`config.mk`:
```
export PLATFORM = sky130hd
export DESIGN_NAME = timer_counter_pwm_16bit
export DESIGN_NICKNAME = d
export VERILOG_FILES = /design/src/timer_counter_pwm_pkg.sv /design/src/tick_sync.sv /design/src/timer_counter_pwm_16bit.sv
export SDC_FILE = /design/constraint.sdc
export NUM_CORES = 1
export LEC_CHECK = 0
export ABC_AREA = 1
export BUFFER_PORTS_ARGS = -buffer_cell sky130_fd_sc_hd__buf_2
export CAP_MARGIN = 20
export CORE_ASPECT_RATIO = 1.25
export CORE_MARGIN = 2
export CORE_UTILIZATION = 39
export CTS_CLUSTER_DIAMETER = 120
export DETAILED_ROUTE_END_ITERATION = 8
export SYNTH_ARGS = -nofsm -noshare
export SYNTH_HDL_FRONTEND = slang
export SYNTH_SLANG_ARGS = --single-unit
```
`constraint.sdc`:
```
create_clock -name clock_in -period 3.41 [get_ports clock_in]
set_input_delay 0.341 -clock clock_in [delete_from_list [all_inputs] [get_ports clock_in]]
set_output_delay 0.341 -clock clock_in [all_outputs]
set_load 0.01 [all_outputs]
```
`src/timer_counter_pwm_pkg.sv`:
```
// shared constants and types for the four-channel 16-bit down-counting timer/counter/pwm
package timer_counter_pwm_pkg;
  localparam int NUM_CH = 4;
  localparam int CNT_W = 16;
  localparam int DB_W = 8;
  localparam int DIV_W = 6;
  // clock source selection
  localparam logic [1:0] CLK_SEL_SYS = 2'h0;
  localparam logic [1:0] CLK_SEL_DIV4 = 2'h1;
  localparam logic [1:0] CLK_SEL_DIV64 = 2'h2;
  localparam logic [1:0] CLK_SEL_EXT = 2'h3;
  localparam logic [DIV_W-1:0] DIV4_LAST = 6'h03;
  localparam logic [DIV_W-1:0] DIV4_MASK = 6'h03;
  localparam logic [DIV_W-1:0] DIV64_LAST = 6'h3f;
  // run modes
  localparam logic [1:0] MODE_FREE = 2'h0;
  localparam logic [1:0] MODE_ONESHOT = 2'h1;
  localparam logic [1:0] MODE_GATED = 2'h2;
  // comparator conditions
  localparam logic [2:0] CMP_LESS = 3'h0;
  localparam logic [2:0] CMP_LESS_EQUAL = 3'h1;
  localparam logic [2:0] CMP_EQUAL = 3'h2;
  localparam logic [2:0] CMP_GREATER_EQUAL = 3'h3;
  localparam logic [2:0] CMP_GREATER = 3'h4;
  // irq source mask bit positions
  localparam int IRQ_TC_BIT = 0;
  localparam int IRQ_CMP_BIT = 1;
  localparam int IRQ_CAP_BIT = 2;
  localparam logic [CNT_W-1:0] CNT_RESET = 16'h0000;

  typedef struct packed {
    logic run;                 // software enable; rising edge is the start
    logic [1:0] mode;
    logic [1:0] clk_sel;
    logic [2:0] cmp_mode;
    logic [2:0] irq_mask;
    logic compl_en;            // tc output becomes complementary pwm
    logic [DB_W-1:0] deadband; // dead time in system clocks
    logic [CNT_W-1:0] period;
    logic [CNT_W-1:0] compare;
  } chan_cfg_t;

  typedef struct packed {
    logic enable;
    logic reset;
    logic capture;
    logic kill;
  } chan_ctl_t;

  typedef struct packed {
    logic [CNT_W-1:0] count;
    logic [CNT_W-1:0] capture;
    logic running;
    logic cmp;
    logic tc;
    logic irq;
  } chan_status_t;
endpackage : timer_counter_pwm_pkg
```
`src/tick_sync.sv`:
```
// three-stage synchroniser for an external tick pin, with rising-edge pulse
`timescale 1ns/1ps
`default_nettype none
module tick_sync (
  input wire logic clock_in,   // system clock
  input wire logic resetn_in,  // async reset, active low
  input wire logic pin_in,     // asynchronous pin
  output logic rise_out        // one-cycle pulse per rising edge
);
  typedef struct packed {
    logic [2:0] stage;
    logic level;       // pin level once two stages agree
    logic rise;
  } sync_state_t;

  sync_state_t state_reg, state_next;

  always_comb begin
    state_next = state_reg;
    state_next.stage = {state_reg.stage[1:0], pin_in};
    // a change only counts once the second and third stages agree
    if (state_reg.stage[2] == state_reg.stage[1]) begin
      state_next.level = state_reg.stage[2];
    end
    state_next.rise = state_next.level & ~state_reg.level;
  end

  always_ff @(posedge clock_in or negedge resetn_in) begin
    if (!resetn_in) begin
      state_reg <= '0;
    end else begin
      state_reg <= state_next;
    end
  end

  // the first stage is looked at by nothing but the second
  assign rise_out = state_reg.rise;
endmodule : tick_sync
`default_nettype wire

```
`src/timer_counter_pwm_16bit.sv`:
```
// four-channel 16-bit down-counting timer, counter and pwm unit
`timescale 1ns/1ps
`default_nettype none
module timer_counter_pwm_16bit (
  input wire logic clock_in,                                               // 20 MHz system clock
  input wire logic resetn_in,                                              // async reset, active low
  input wire timer_counter_pwm_pkg::chan_cfg_t [3:0] cfg_in,              // per-channel configuration
  input wire timer_counter_pwm_pkg::chan_ctl_t [3:0] ctl_in,              // fabric control inputs
  input wire logic [3:0] ext_tick_in,                                      // external count clocks (pins)
  output timer_counter_pwm_pkg::chan_status_t [3:0] status_out            // per-channel state and outputs
);
  import timer_counter_pwm_pkg::*;

  typedef struct packed {
    logic [CNT_W-1:0] count;
    logic [CNT_W-1:0] capture;
    logic run_prev;
    logic cap_prev;
    logic running;
    logic tc_flag;
    logic raw_prev;
    logic [DB_W-1:0] db_cnt;
    logic cmp_q;
    logic tc_q;
    logic irq_q;
  } chan_state_t;

  typedef struct packed {
    logic [DIV_W-1:0] div;
    chan_state_t [NUM_CH-1:0] ch;
  } top_state_t;

  top_state_t state_reg, state_next;
  logic [NUM_CH-1:0] ext_rise;

  // pin clocks come from outside the clock domain
  genvar gi;
  generate
    for (gi = 0; gi < NUM_CH; gi++) begin : g_sync
      tick_sync u_sync (
        .clock_in(clock_in),
        .resetn_in(resetn_in),
        .pin_in(ext_tick_in[gi]),
        .rise_out(ext_rise[gi])
      );
    end
  endgenerate

  function automatic logic cmp_eval(input logic [2:0] sel, input logic [CNT_W-1:0] cnt,
                                    input logic [CNT_W-1:0] val);
    logic r;
    r = 1'b0;
    case (sel)
      CMP_LESS: r = cnt < val;
      CMP_LESS_EQUAL: r = cnt <= val;
      CMP_EQUAL: r = cnt == val;
      CMP_GREATER_EQUAL: r = cnt >= val;
      CMP_GREATER: r = cnt > val;
      default: r = 1'b0;
    endcase
    return r;
  endfunction : cmp_eval

  always_comb begin
    logic tick_div4;
    logic tick_div64;
    logic tick;
    logic start;
    logic advance;
    logic cap_edge;
    logic raw;
    logic settled;
    logic tc_rise;
    logic cmp_rise;
    logic [CNT_W-1:0] dec;
    chan_state_t c;
    chan_state_t n;
    tick_div4 = 1'b0;
    tick_div64 = 1'b0;
    tick = 1'b0;
    start = 1'b0;
    advance = 1'b0;
    cap_edge = 1'b0;
    raw = 1'b0;
    settled = 1'b0;
    tc_rise = 1'b0;
    cmp_rise = 1'b0;
    dec = '0;
    c = '0;
    n = '0;
    state_next = state_reg;
    // shared prescaler gives one-cycle enables, never derived clocks
    state_next.div = state_reg.div + 6'h01;
    tick_div4 = (state_reg.div & DIV4_MASK) == DIV4_LAST;
    tick_div64 = state_reg.div == DIV64_LAST;
    for (int i = 0; i < NUM_CH; i++) begin
      c = state_reg.ch[i];
      n = c;
      case (cfg_in[i].clk_sel)
        CLK_SEL_SYS: tick = 1'b1;
        CLK_SEL_DIV4: tick = tick_div4;
        CLK_SEL_DIV64: tick = tick_div64;
        default: tick = ext_rise[i];
      endcase
      n.run_prev = cfg_in[i].run;
      start = cfg_in[i].run & ~c.run_prev;
      // gated mode stalls while the fabric enable is low
      advance = tick & c.running &
                ((cfg_in[i].mode != MODE_GATED) | ctl_in[i].enable);
      dec = c.count - 16'h0001;
      if (!cfg_in[i].run) begin
        n.running = 1'b0;
        n.tc_flag = 1'b0;
      end else if (start || ctl_in[i].reset) begin
        n.count = cfg_in[i].period;
        n.running = 1'b1;
        n.tc_flag = 1'b0;
      end else if (advance) begin
        if (c.count == CNT_RESET) begin
          n.count = cfg_in[i].period;
        end else begin
          n.count = dec;
        end
        // flag lives from the tick that reaches zero to the next tick
        n.tc_flag = (c.count != CNT_RESET) && (dec == CNT_RESET);
        if (n.tc_flag && cfg_in[i].mode == MODE_ONESHOT) begin
          n.running = 1'b0;
        end
      end else if (tick) begin
        n.tc_flag = 1'b0;
      end
      // capture on rising edge of the fabric capture input
      n.cap_prev = ctl_in[i].capture;
      cap_edge = ctl_in[i].capture & ~c.cap_prev;
      if (cap_edge) begin
        n.capture = c.count;
      end
      raw = cfg_in[i].run & cmp_eval(cfg_in[i].cmp_mode, c.count, cfg_in[i].compare);
      n.raw_prev = raw;
      // dead time restarts on every compare transition
      if (raw != c.raw_prev) begin
        n.db_cnt = cfg_in[i].deadband;
      end else if (c.db_cnt != '0) begin
        n.db_cnt = c.db_cnt - 8'h01;
      end
      // dead time lasts exactly the programmed number of clocks, none when zero
      settled = (n.db_cnt == '0);
      if (ctl_in[i].kill) begin
        n.cmp_q = 1'b0;
      end else if (cfg_in[i].compl_en) begin
        n.cmp_q = raw & settled;
      end else begin
        n.cmp_q = raw;
      end
      if (cfg_in[i].compl_en) begin
        n.tc_q = ~ctl_in[i].kill & cfg_in[i].run & ~raw & settled;
      end else begin
        n.tc_q = n.tc_flag;
      end
      tc_rise = n.tc_flag & ~c.tc_flag;
      cmp_rise = raw & ~c.raw_prev;
      n.irq_q = (tc_rise & cfg_in[i].irq_mask[IRQ_TC_BIT]) |
                (cmp_rise & cfg_in[i].irq_mask[IRQ_CMP_BIT]) |
                (cap_edge & cfg_in[i].irq_mask[IRQ_CAP_BIT]);
      state_next.ch[i] = n;
    end
  end

  always_ff @(posedge clock_in or negedge resetn_in) begin
    if (!resetn_in) begin
      state_reg <= '0;
    end else begin
      state_reg <= state_next;
    end
  end

  // every output comes from a register; the count is read straight off the counter
  always_comb begin
    for (int i = 0; i < NUM_CH; i++) begin
      status_out[i].count = state_reg.ch[i].count;
      status_out[i].capture = state_reg.ch[i].capture;
      status_out[i].running = state_reg.ch[i].running;
      status_out[i].cmp = state_reg.ch[i].cmp_q;
      status_out[i].tc = state_reg.ch[i].tc_q;
      status_out[i].irq = state_reg.ch[i].irq_q;
    end
  end
endmodule : timer_counter_pwm_16bit
`default_nettype wire

```
==> results of run 1 <==
## layer usage
metal / track usage [%] / wire [um] / vias up
met3: 4.983 / 3211 / 111
met5: 0 / 88 / -
met2: 36.16 / 20420 / 482
met1: 25.81 / 17250 / 6302
li1: - / - / 6793
met4: 10.28 / 1852 / 14
## worst max-delay path, delay by kind of cell (launching register included)
kind / cells / cell delay [ns]
simple gates: 15 / 1.50
flops: 1 / 0.40
buf+inv: 3 / 0.30
compound gates: 3 / 0.35
fa+ha+maj: 2 / 0.64
## metrics by stage
step / setup TNS, ns / util [%] / cell area (sq um) / total power (uW) / hold WS, ns
3_5_place_dp: -0.1144 / 44.04 / 16320 / 7112 / 0.3347
5_1_grt: -0.07896 / 47.32 / 17540 / 10790 / 0.02704
6_report: 0 / 47.35 / 17550 / 10030 / 0.03172
3_3_place_gp: 0 / 44.04 / 16320 / 7051 / 0.3322
4_1_cts: 0 / 46.94 / 17400 / 10080 / 0.0001736
2_1_floorplan: 0 / - / 14590 / 6126 / 0.04541
## power breakdown
group / internal [uW] / switching, uW
sequential: 3110 / 388
combinational: 1450 / 2210
clock: 1680 / 1190
## layout by cell type, fill, tap and decap left out, types with 34 or more instances in the layout
cell type	n
sky130_fd_sc_hd__a21oi_1	74
sky130_fd_sc_hd__a22oi_1	34
sky130_fd_sc_hd__buf_2	372
sky130_fd_sc_hd__buf_4	67
sky130_fd_sc_hd__dfrtp_1	216
sky130_fd_sc_hd__ha_1	85
sky130_fd_sc_hd__inv_1	276
sky130_fd_sc_hd__nand2_1	476
sky130_fd_sc_hd__nand3_1	97
sky130_fd_sc_hd__nor2_1	217
sky130_fd_sc_hd__o21ai_0	125
## timing repair
item,in CTS,in global routing
hold buffers,19,0
resized for setup,1,30
setup endpoints to repair,2,8
pin swaps,0,3
hold endpoints to repair,103,0
setup buffers,0,2
## final cells by class
cell class	count	area share [%]
repair buffers	460	14.76
multi-input cells	1295	39.38
flip-flops and latches	218	31.09
well taps	486	3.465
clock inverters	12	0.8554
clock buffers	35	4.184
diodes	18	0.2566
inverters	281	6.009
## kinds of logic after synthesis
kind of cell / share of synthesized area, %
simple gates: 24.47
buf+inv: 15.86
compound gates: 11.78
flops: 37.39
fa+ha+maj: 7.650
xor+xnor: 2.702
mux: 0.1544
## path summary, 6_finish.rpt
kind | from | to | slack (ns) | cells after the start
hold reg to reg | g_sync[0].u_sync.state_next[3] | g_sync[0].u_sync.state_next[4] | 0.35 | 0
setup reg to reg | status_out[27] | status_out[1] | 0.14 | 23
min in group asynchronous | resetn_in | state_reg[154] | 0.39 | 2
hold / removal | cfg_in[38] | state_reg[9] | 0.03 | 3
max in group asynchronous | resetn_in | status_out[28] | 2.11 | 3
setup / recovery | status_out[27] | status_out[1] | 0.14 | 23
==> flow_results.org, run 1 <==
** Synthesis
- After synthesis, flip-flops and latches occupy 37.39% of the total area.
- Average cell area after synthesis :: 7.406 sq um
- Number of different library cells in the post-synthesis netlist :: 46
- Prevailing post-synth register cell :: sky130_fd_sc_hd__dfrtp_1
- Count of mapped cells out of synthesis :: 1970
- The share of synthesized area in the top cell type comes to 37.39%.
- Sorting the synthesized cells by area gives the leading types as sky130_fd_sc_hd__dfrtp_1 37%, sky130_fd_sc_hd__nand2_1 12%, sky130_fd_sc_hd__buf_4 7.5%.
- Counting flops with a built-in enable in the synthesized netlist gives 0.
- For this run, asynchronously set or reset flops after synthesis account for 100.0%.
- Yosys warns :: 0
- After synthesis, the most frequently instantiated cells are 476 x sky130_fd_sc_hd__nand2_1, 278 x sky130_fd_sc_hd__inv_1, 228 x sky130_fd_sc_hd__nor2_1.
- Synthesis-stage register bit count :: 218
- The largest total area in the synthesized netlist belongs to sky130_fd_sc_hd__dfrtp_1.
- Library cell with the highest instance count after synthesis :: sky130_fd_sc_hd__nand2_1
- The number of nets in the synthesized netlist is 2286.
- The mapped netlist covers 0.01459 sq mm.

** STA
- The count of final hold-check violations came to 0.
- Clock skew on the completed layout was measured at 0.01895 ns.
- Post-layout worst setup margin :: 0.1393 ns
- In this run the tightest slew margin relative to its limit is 29.54%.
- The worst path uses 95.91% of the clock period.
- Max Clk Rate :: 305.7 MHz
- Setup violations, final :: 0
- The count of final max-slew check failures is 0.
- Least-Margin Pin Slew :: 1.054 ns
- Final critical path time including I/O delays and setup :: 3.271 ns

** Routing
- Total via count in the routed design :: 13700
- In the routed design, unresolved DRC markers number 0.
- Iteration-0 DRC Markers :: 749
- Aggregate routed wire length :: 42820 um
- Dividing the detail-routed via count by the number of cells gives 4.885.
- Drt first pass iters :: 5
- Detailed-route wire length per cell :: 15.27 um
- The count of nets left with antenna violations once routing finished came out at 0.

** GRT
- Global-route total usage across every layer :: 21.45%
- The number of antenna violations at the first check in global routing is 22.
- The first global-routing pass estimated 66900 um of wire.
- Global routing finished with a remaining overflow of 0.
- Via count of the first global-routing pass :: 13180
- Entering global routing, the biggest net connects 90 pins.

** Clock network
- The clock reaches the later pin of the worst-skew pair after 0.56 ns.
- Clock root cell :: sky130_fd_sc_hd__clkbuf_16
- TritonCTS buffer count :: 26
- After clock tree synthesis, the clock-pin slew on the worst setup and hold paths is 0.06 ns.
- For this design, the sink count on the clock tree is 218.
- CTS built an H-tree with a depth of 1.
- Maximum root-to-sink buffer count :: 3
- TritonCTS built the clock tree.

** Final layout
- Area growth syn-to-layout :: 20.31%
- Non-filler cells, final :: 2805
- The register with the most flip-flops in the layout has 144 of them.
- The sequential cells in the finished layout cover a total of 0.005458 sq mm.
- FILL cells :: 3743
- Nets@finish :: 2598
- In the final layout, the share of cells above drive strength 1 is 23.47%.
- In the final layout, the multi-input gates occupy 0.006912 sq mm.

** Placement
- Summed over all nets, the half-perimeter wirelength after detailed placement is 33790 um.
- The count of buffers added on input and output ports is 373.
- The congestion estimate from routability-driven global placement came to 0.9337.
- Timing analysis after detailed placement gives a worst setup slack of -0.05928 ns.
- After detailed placement, the design holds a cell count of 2719.

** Power
- Total power per unit cell area :: 571.5 mW/mm^2
- For this design the static power due to leakage is 0.009447 uW.
- The worst-case IR drop observed on VDD is 0.4268 mV.

** Floorplanning
- The total area inside the core boundary comes to 0.03707 sq mm.
- Die span in y :: 220.2 um
- Full die area :: 0.03898 sq mm
- For this configuration, the core starts out at a cell density of 39.36%.
- I/O pin count :: 374
- Total number of placement rows :: 79
- Width of the die :: 177.0 um

** Worst hold path
- The worst hold path belongs to the class input pin to flip-flop.

** Worst setup path
- The cell that appears most often on the critical path is sky130_fd_sc_hd__nand2_1.
- CP Cell Sequence :: ha_1 > nand2_1 > nor2_2 > nand3_1 > nor2_2 > o21bai_2 > nand3_1 > nand2_1 > nor2_1 > nand2_1 > nand2_1 > inv_1 > ha_1 > inv_2 > buf_4 > a21oi_1 > a21oi_1 > nand2_1 > nor2_1 > nand3_1 > nor2_1 > nand2_1 > nand2_1
- The worst setup path is captured at a flip-flop.
- For the worst setup path, the data arrival time is 3.75 ns.
- The worst setup path is of the flip-flop to flip-flop kind.
- The worst setup path is launched from a flip-flop.
- In this design, the stage delay of the slowest critical-path cell is 0.40 ns.
- In this run the worst path has a maximum fanout of 6.
- On the critical path, the stage with the largest delay is an instance of sky130_fd_sc_hd__dfrtp_1.
- At the worst endpoint, the required time is 3.89 ns.

** Run status
- The flow ran to the end, and the final reports show no timing, DRC or antenna violations.

** Job
- Number of maximum-capacitance violations :: 0
No activity file was read; power rests on OpenSTA's default activity.
==> run 2, diff against run 1 <==
- SYNTH_HIERARCHICAL: default -> 1
==> flow_results.org, run 2 <==
** Run status
- The flow ran to the end, and the final reports show no timing, DRC or antenna violations.

** Worst hold path
- The worst hold path belongs to the class input pin to flip-flop.

** Routing
- The routed design has 43730 um of wire.
- Detailed-route wire length per cell :: 15.28 um
- Total via count in the routed design :: 13750
- Iteration-0 DRC Markers :: 607
- The detail route stage leaves a number of antenna-violating nets equal to 0.
- The first detailed-routing pass ran for 5 iterations.
- Via count normalized by instance count :: 4.805
- For this run, design rule violations remaining after detail routing come to 0.

** Placement
- At the end of routability-driven placement, the weighted congestion stood at 0.9268.
- Final HPWL from detailed placement :: 34840 um
- Placed Cells :: 2797
- The count of buffers added on input and output ports is 373.

** STA
- The count of final hold-check violations was 0.
- Setup violations, final :: 0
- The count of final max-slew check failures was 0.
- Headroom to the max-slew limit came out at 35.15%.
- Final-layout worst hold slack :: 0.03323 ns
- For the pin with the worst max-slew slack, the measured transition is 0.9705 ns.
- Final critical path time including I/O delays and setup :: 3.166 ns
- Max Clk Rate :: 315.9 MHz
- Final setup skew :: 0.01812 ns
- In the finished design, the share of the clock period the worst path needs comes to 92.83%.

** Floorplanning
- Width of the die :: 179.1 um
- For this design the top-level I/O count stands at 374.
- Once the floorplan was initialized, standard cells occupied 39.40% of the core.
- After floorplanning, the core was divided into 80 placement rows.
- Floorplan Core Area :: 0.03794 sq mm
- In this run the vertical extent of the chip is 222.9 um.
- The die covers 0.03991 sq mm.

** Synthesis
- Number of enable flip-flop cells after synthesis :: 0
- The netlist uses 46 different library cells.
- Prevailing post-synth register cell :: sky130_fd_sc_hd__dfrtp_1
- In the synthesized netlist, the number of instances is 2044.
- In the post-synthesis netlist, the biggest area contributors are sky130_fd_sc_hd__dfrtp_1 37%, sky130_fd_sc_hd__nand2_1 13%, sky130_fd_sc_hd__buf_4 7.4%.
- Yosys warns :: 6
- sky130_fd_sc_hd__dfrtp_1 takes more of the synthesized area than any other cell.
- Fraction of post-synthesis cell area in the top cell type by area :: 36.50%
- In the synthesized netlist the async set-or-reset flop fraction comes to 100.0%.
- Synthesis-stage register bit count :: 218
- The number of nets handed over by synthesis was 2360.
- After synthesis the cells add up to 0.01495 sq mm.
- Yosys instantiated no cell more often than sky130_fd_sc_hd__nand2_1.
- Average cell area after synthesis :: 7.312 sq um
- Commonest cells post-synth :: 537 x sky130_fd_sc_hd__nand2_1, 289 x sky130_fd_sc_hd__inv_1, 244 x sky130_fd_sc_hd__nor2_1
- For this run, the register share of the synthesized area comes to 36.50%.

** Clock network
- Clock-pin slew was measured on the worst setup and hold paths at 0.06 ns.
- Clock root cell :: sky130_fd_sc_hd__clkbuf_16
- For the worst-skew pair, the clock arrives at the later sink with an insertion delay of 0.55 ns.
- TritonCTS built the clock tree.
- CTS saw 218 sinks.
- Maximum root-to-sink buffer count :: 3
- CTS built an H-tree with a depth of 1.
- TritonCTS buffer count :: 26

** GRT
- First-pass GRT wire length :: 68030 um
- The number of global-route vias before repair came to 13620.
- The number of antenna violations at the first check in global routing is 13.
- Largest net degree at the start of global routing :: 84
- Overflow after GRT :: 0
- Global routing consumed, over all layers together, 21.36% of the routing resources.

** Worst setup path
- The worst setup path is launched from a flip-flop.
- Critical Path AT :: 3.65 ns
- STA classifies the critical path endpoint as a flip-flop.
- The setup path with the least slack is of type flip-flop to flip-flop.
- Along the worst path, the maximum fanout reaches 6.
- At the worst endpoint, the required time is 3.90 ns.

** Final layout
- Fill cells in the final layout number 3870.
- The final layout contains 2663 nets.
- The finished layout holds 2862 standard cells, fillers aside.
- Cells fill 46.94% of the core in the end.
- Leaving out fill and tap cells, the most frequent cell in the layout is sky130_fd_sc_hd__nand2_1.
- From synthesis to final layout, the design area changed by 19.15%.
- In the final layout, the share of cells above drive strength 1 is 24.53%.
- In the layout the commonest cells are 535 x sky130_fd_sc_hd__nand2_1, 372 x sky130_fd_sc_hd__buf_2, 288 x sky130_fd_sc_hd__inv_1, 235 x sky130_fd_sc_hd__nor2_1, 216 x sky130_fd_sc_hd__dfrtp_1.
- Number of flip-flops under the largest register name :: 144

** Power
- Maximum vdd ir drop :: 0.3885 mV
- Post-route total power :: 10280 uW
- Total power per unit cell area :: 577.2 mW/mm^2
- In this run the static leakage power is 0.009758 uW.

** Job
- The tool flagged a number of max-cap violations equal to 0.
[run 2: cell types whose count changed in the layout (fill, tap and decap cells not counted), moves of 6 or more]
cell	delta
sky130_fd_sc_hd__a22oi_1	-26
sky130_fd_sc_hd__o21ai_2	+28
sky130_fd_sc_hd__inv_1	+12
sky130_fd_sc_hd__nor2_1	+18
sky130_fd_sc_hd__a21oi_1	-22
sky130_fd_sc_hd__dlygate4sd3_1	-6
sky130_fd_sc_hd__xor2_1	+7
sky130_fd_sc_hd__nand2_1	+59
sky130_fd_sc_hd__diode_2	-12
sky130_fd_sc_hd__o21ai_0	-8
[run 2: timing repair]
item | in CTS | in global routing
endpoints found under the hold margin | 70 | 0
setup buffers | 0 | 1
endpoints found under the setup margin | 0 | 8
gates resized for setup | 0 | 38
hold buffers | 13 | 0
[run 2: logic make-up (layout without fill, tap and decap cells)]
group | after synthesis | after routing | synth area share [%]
mux | 3 | 3 | 0.2260
buf+inv | 472 | 792 | 15.99
simple gates | 942 | 942 | 25.81
other cells | 0 | 6 | 0
xor+xnor | 49 | 49 | 2.872
fa+ha+maj | 86 | 86 | 7.200
flops | 218 | 218 | 36.50
compound gates | 274 | 274 | 11.40
[run 2: worst paths after layout]
kind | from | endpoint | cells past startpoint | slack (ns)
max | status_out[143] | status_out[109] | 22 | 0.24
min | cfg_in[38] | state_reg[9] | 3 | 0.03
max reg2reg | status_out[143] | status_out[109] | 22 | 0.24
min reg2reg | g_sync[0].u_sync/state_next[3] | g_sync[0].u_sync/state_next[4] | 0 | 0.35
max in group asynchronous | resetn_in | status_out[67] | 3 | 2.20
min in group asynchronous | resetn_in | status_out[4] | 2 | 0.34
[run 2: final cells by class]
type / instances / area, sq um / area share, %
Clock inverter: 11 / 120.1 / 0.6745
Antenna cell: 6 / 15.01 / 0.08432
Clock buffer: 34 / 752.0 / 4.223
Inverter: 295 / 1110 / 6.232
Multi-Input combinational cell: 1354 / 7209 / 40.49
Timing Repair Buffer: 452 / 2527 / 14.19
Tap cell: 492 / 615.6 / 3.457
Sequential cell: 218 / 5458 / 30.65
[run 2: report_power, final]
group          switching, uW  internal [uW]  total, uW
Sequential               402           3120       3520
Clock                   1160           1700       2860
Combinational           2380           1520       3900
[run 2: per-stage QoR]
stage                     TNS [ns]  setup slack (ns)  area, sq um
after floorplan                  0            0.4853        14950
after CTS                        0           0.02714        17670
after global placement           0            0.1283        16670
after global routing      -0.02921          -0.02679        17800
after detailed placement         0          0.009593        16670
final                            0            0.2445        17810
[run 2: worst max-delay path, stage by stage (launching register included)]
cell and delay [ns]:
sky130_fd_sc_hd__dfrtp_1 0.38, sky130_fd_sc_hd__ha_1 0.30, sky130_fd_sc_hd__nand2_1 0.08, sky130_fd_sc_hd__nor2_2 0.15, sky130_fd_sc_hd__nand4_1 0.20, sky130_fd_sc_hd__nor2_2 0.17, sky130_fd_sc_hd__nor2_1 0.06, sky130_fd_sc_hd__nand3_1 0.10
sky130_fd_sc_hd__nand3_1 0.12, sky130_fd_sc_hd__nand2_2 0.15, sky130_fd_sc_hd__nand2_2 0.08, sky130_fd_sc_hd__inv_1 0.08, sky130_fd_sc_hd__ha_1 0.24, sky130_fd_sc_hd__inv_1 0.11, sky130_fd_sc_hd__buf_4 0.16, sky130_fd_sc_hd__a21oi_1 0.06
sky130_fd_sc_hd__a21oi_2 0.18, sky130_fd_sc_hd__nand2_1 0.07, sky130_fd_sc_hd__nor2_1 0.10, sky130_fd_sc_hd__nand2_1 0.10, sky130_fd_sc_hd__nor2_1 0.09, sky130_fd_sc_hd__nand2_1 0.06, sky130_fd_sc_hd__nand2_1 0.05
[run 2: routing by layer]
layer | vias to the layer above | part of all wire, % | GRT usage [%]
met2 | 424 | 49 | 38.09
met4 | 10 | 3.7 | 8.559
met1 | 6312 | 40 | 24.82
met5 | - | 0.16 | 0
li1 | 6907 | - | -
met3 | 98 | 6.8 | 4.209
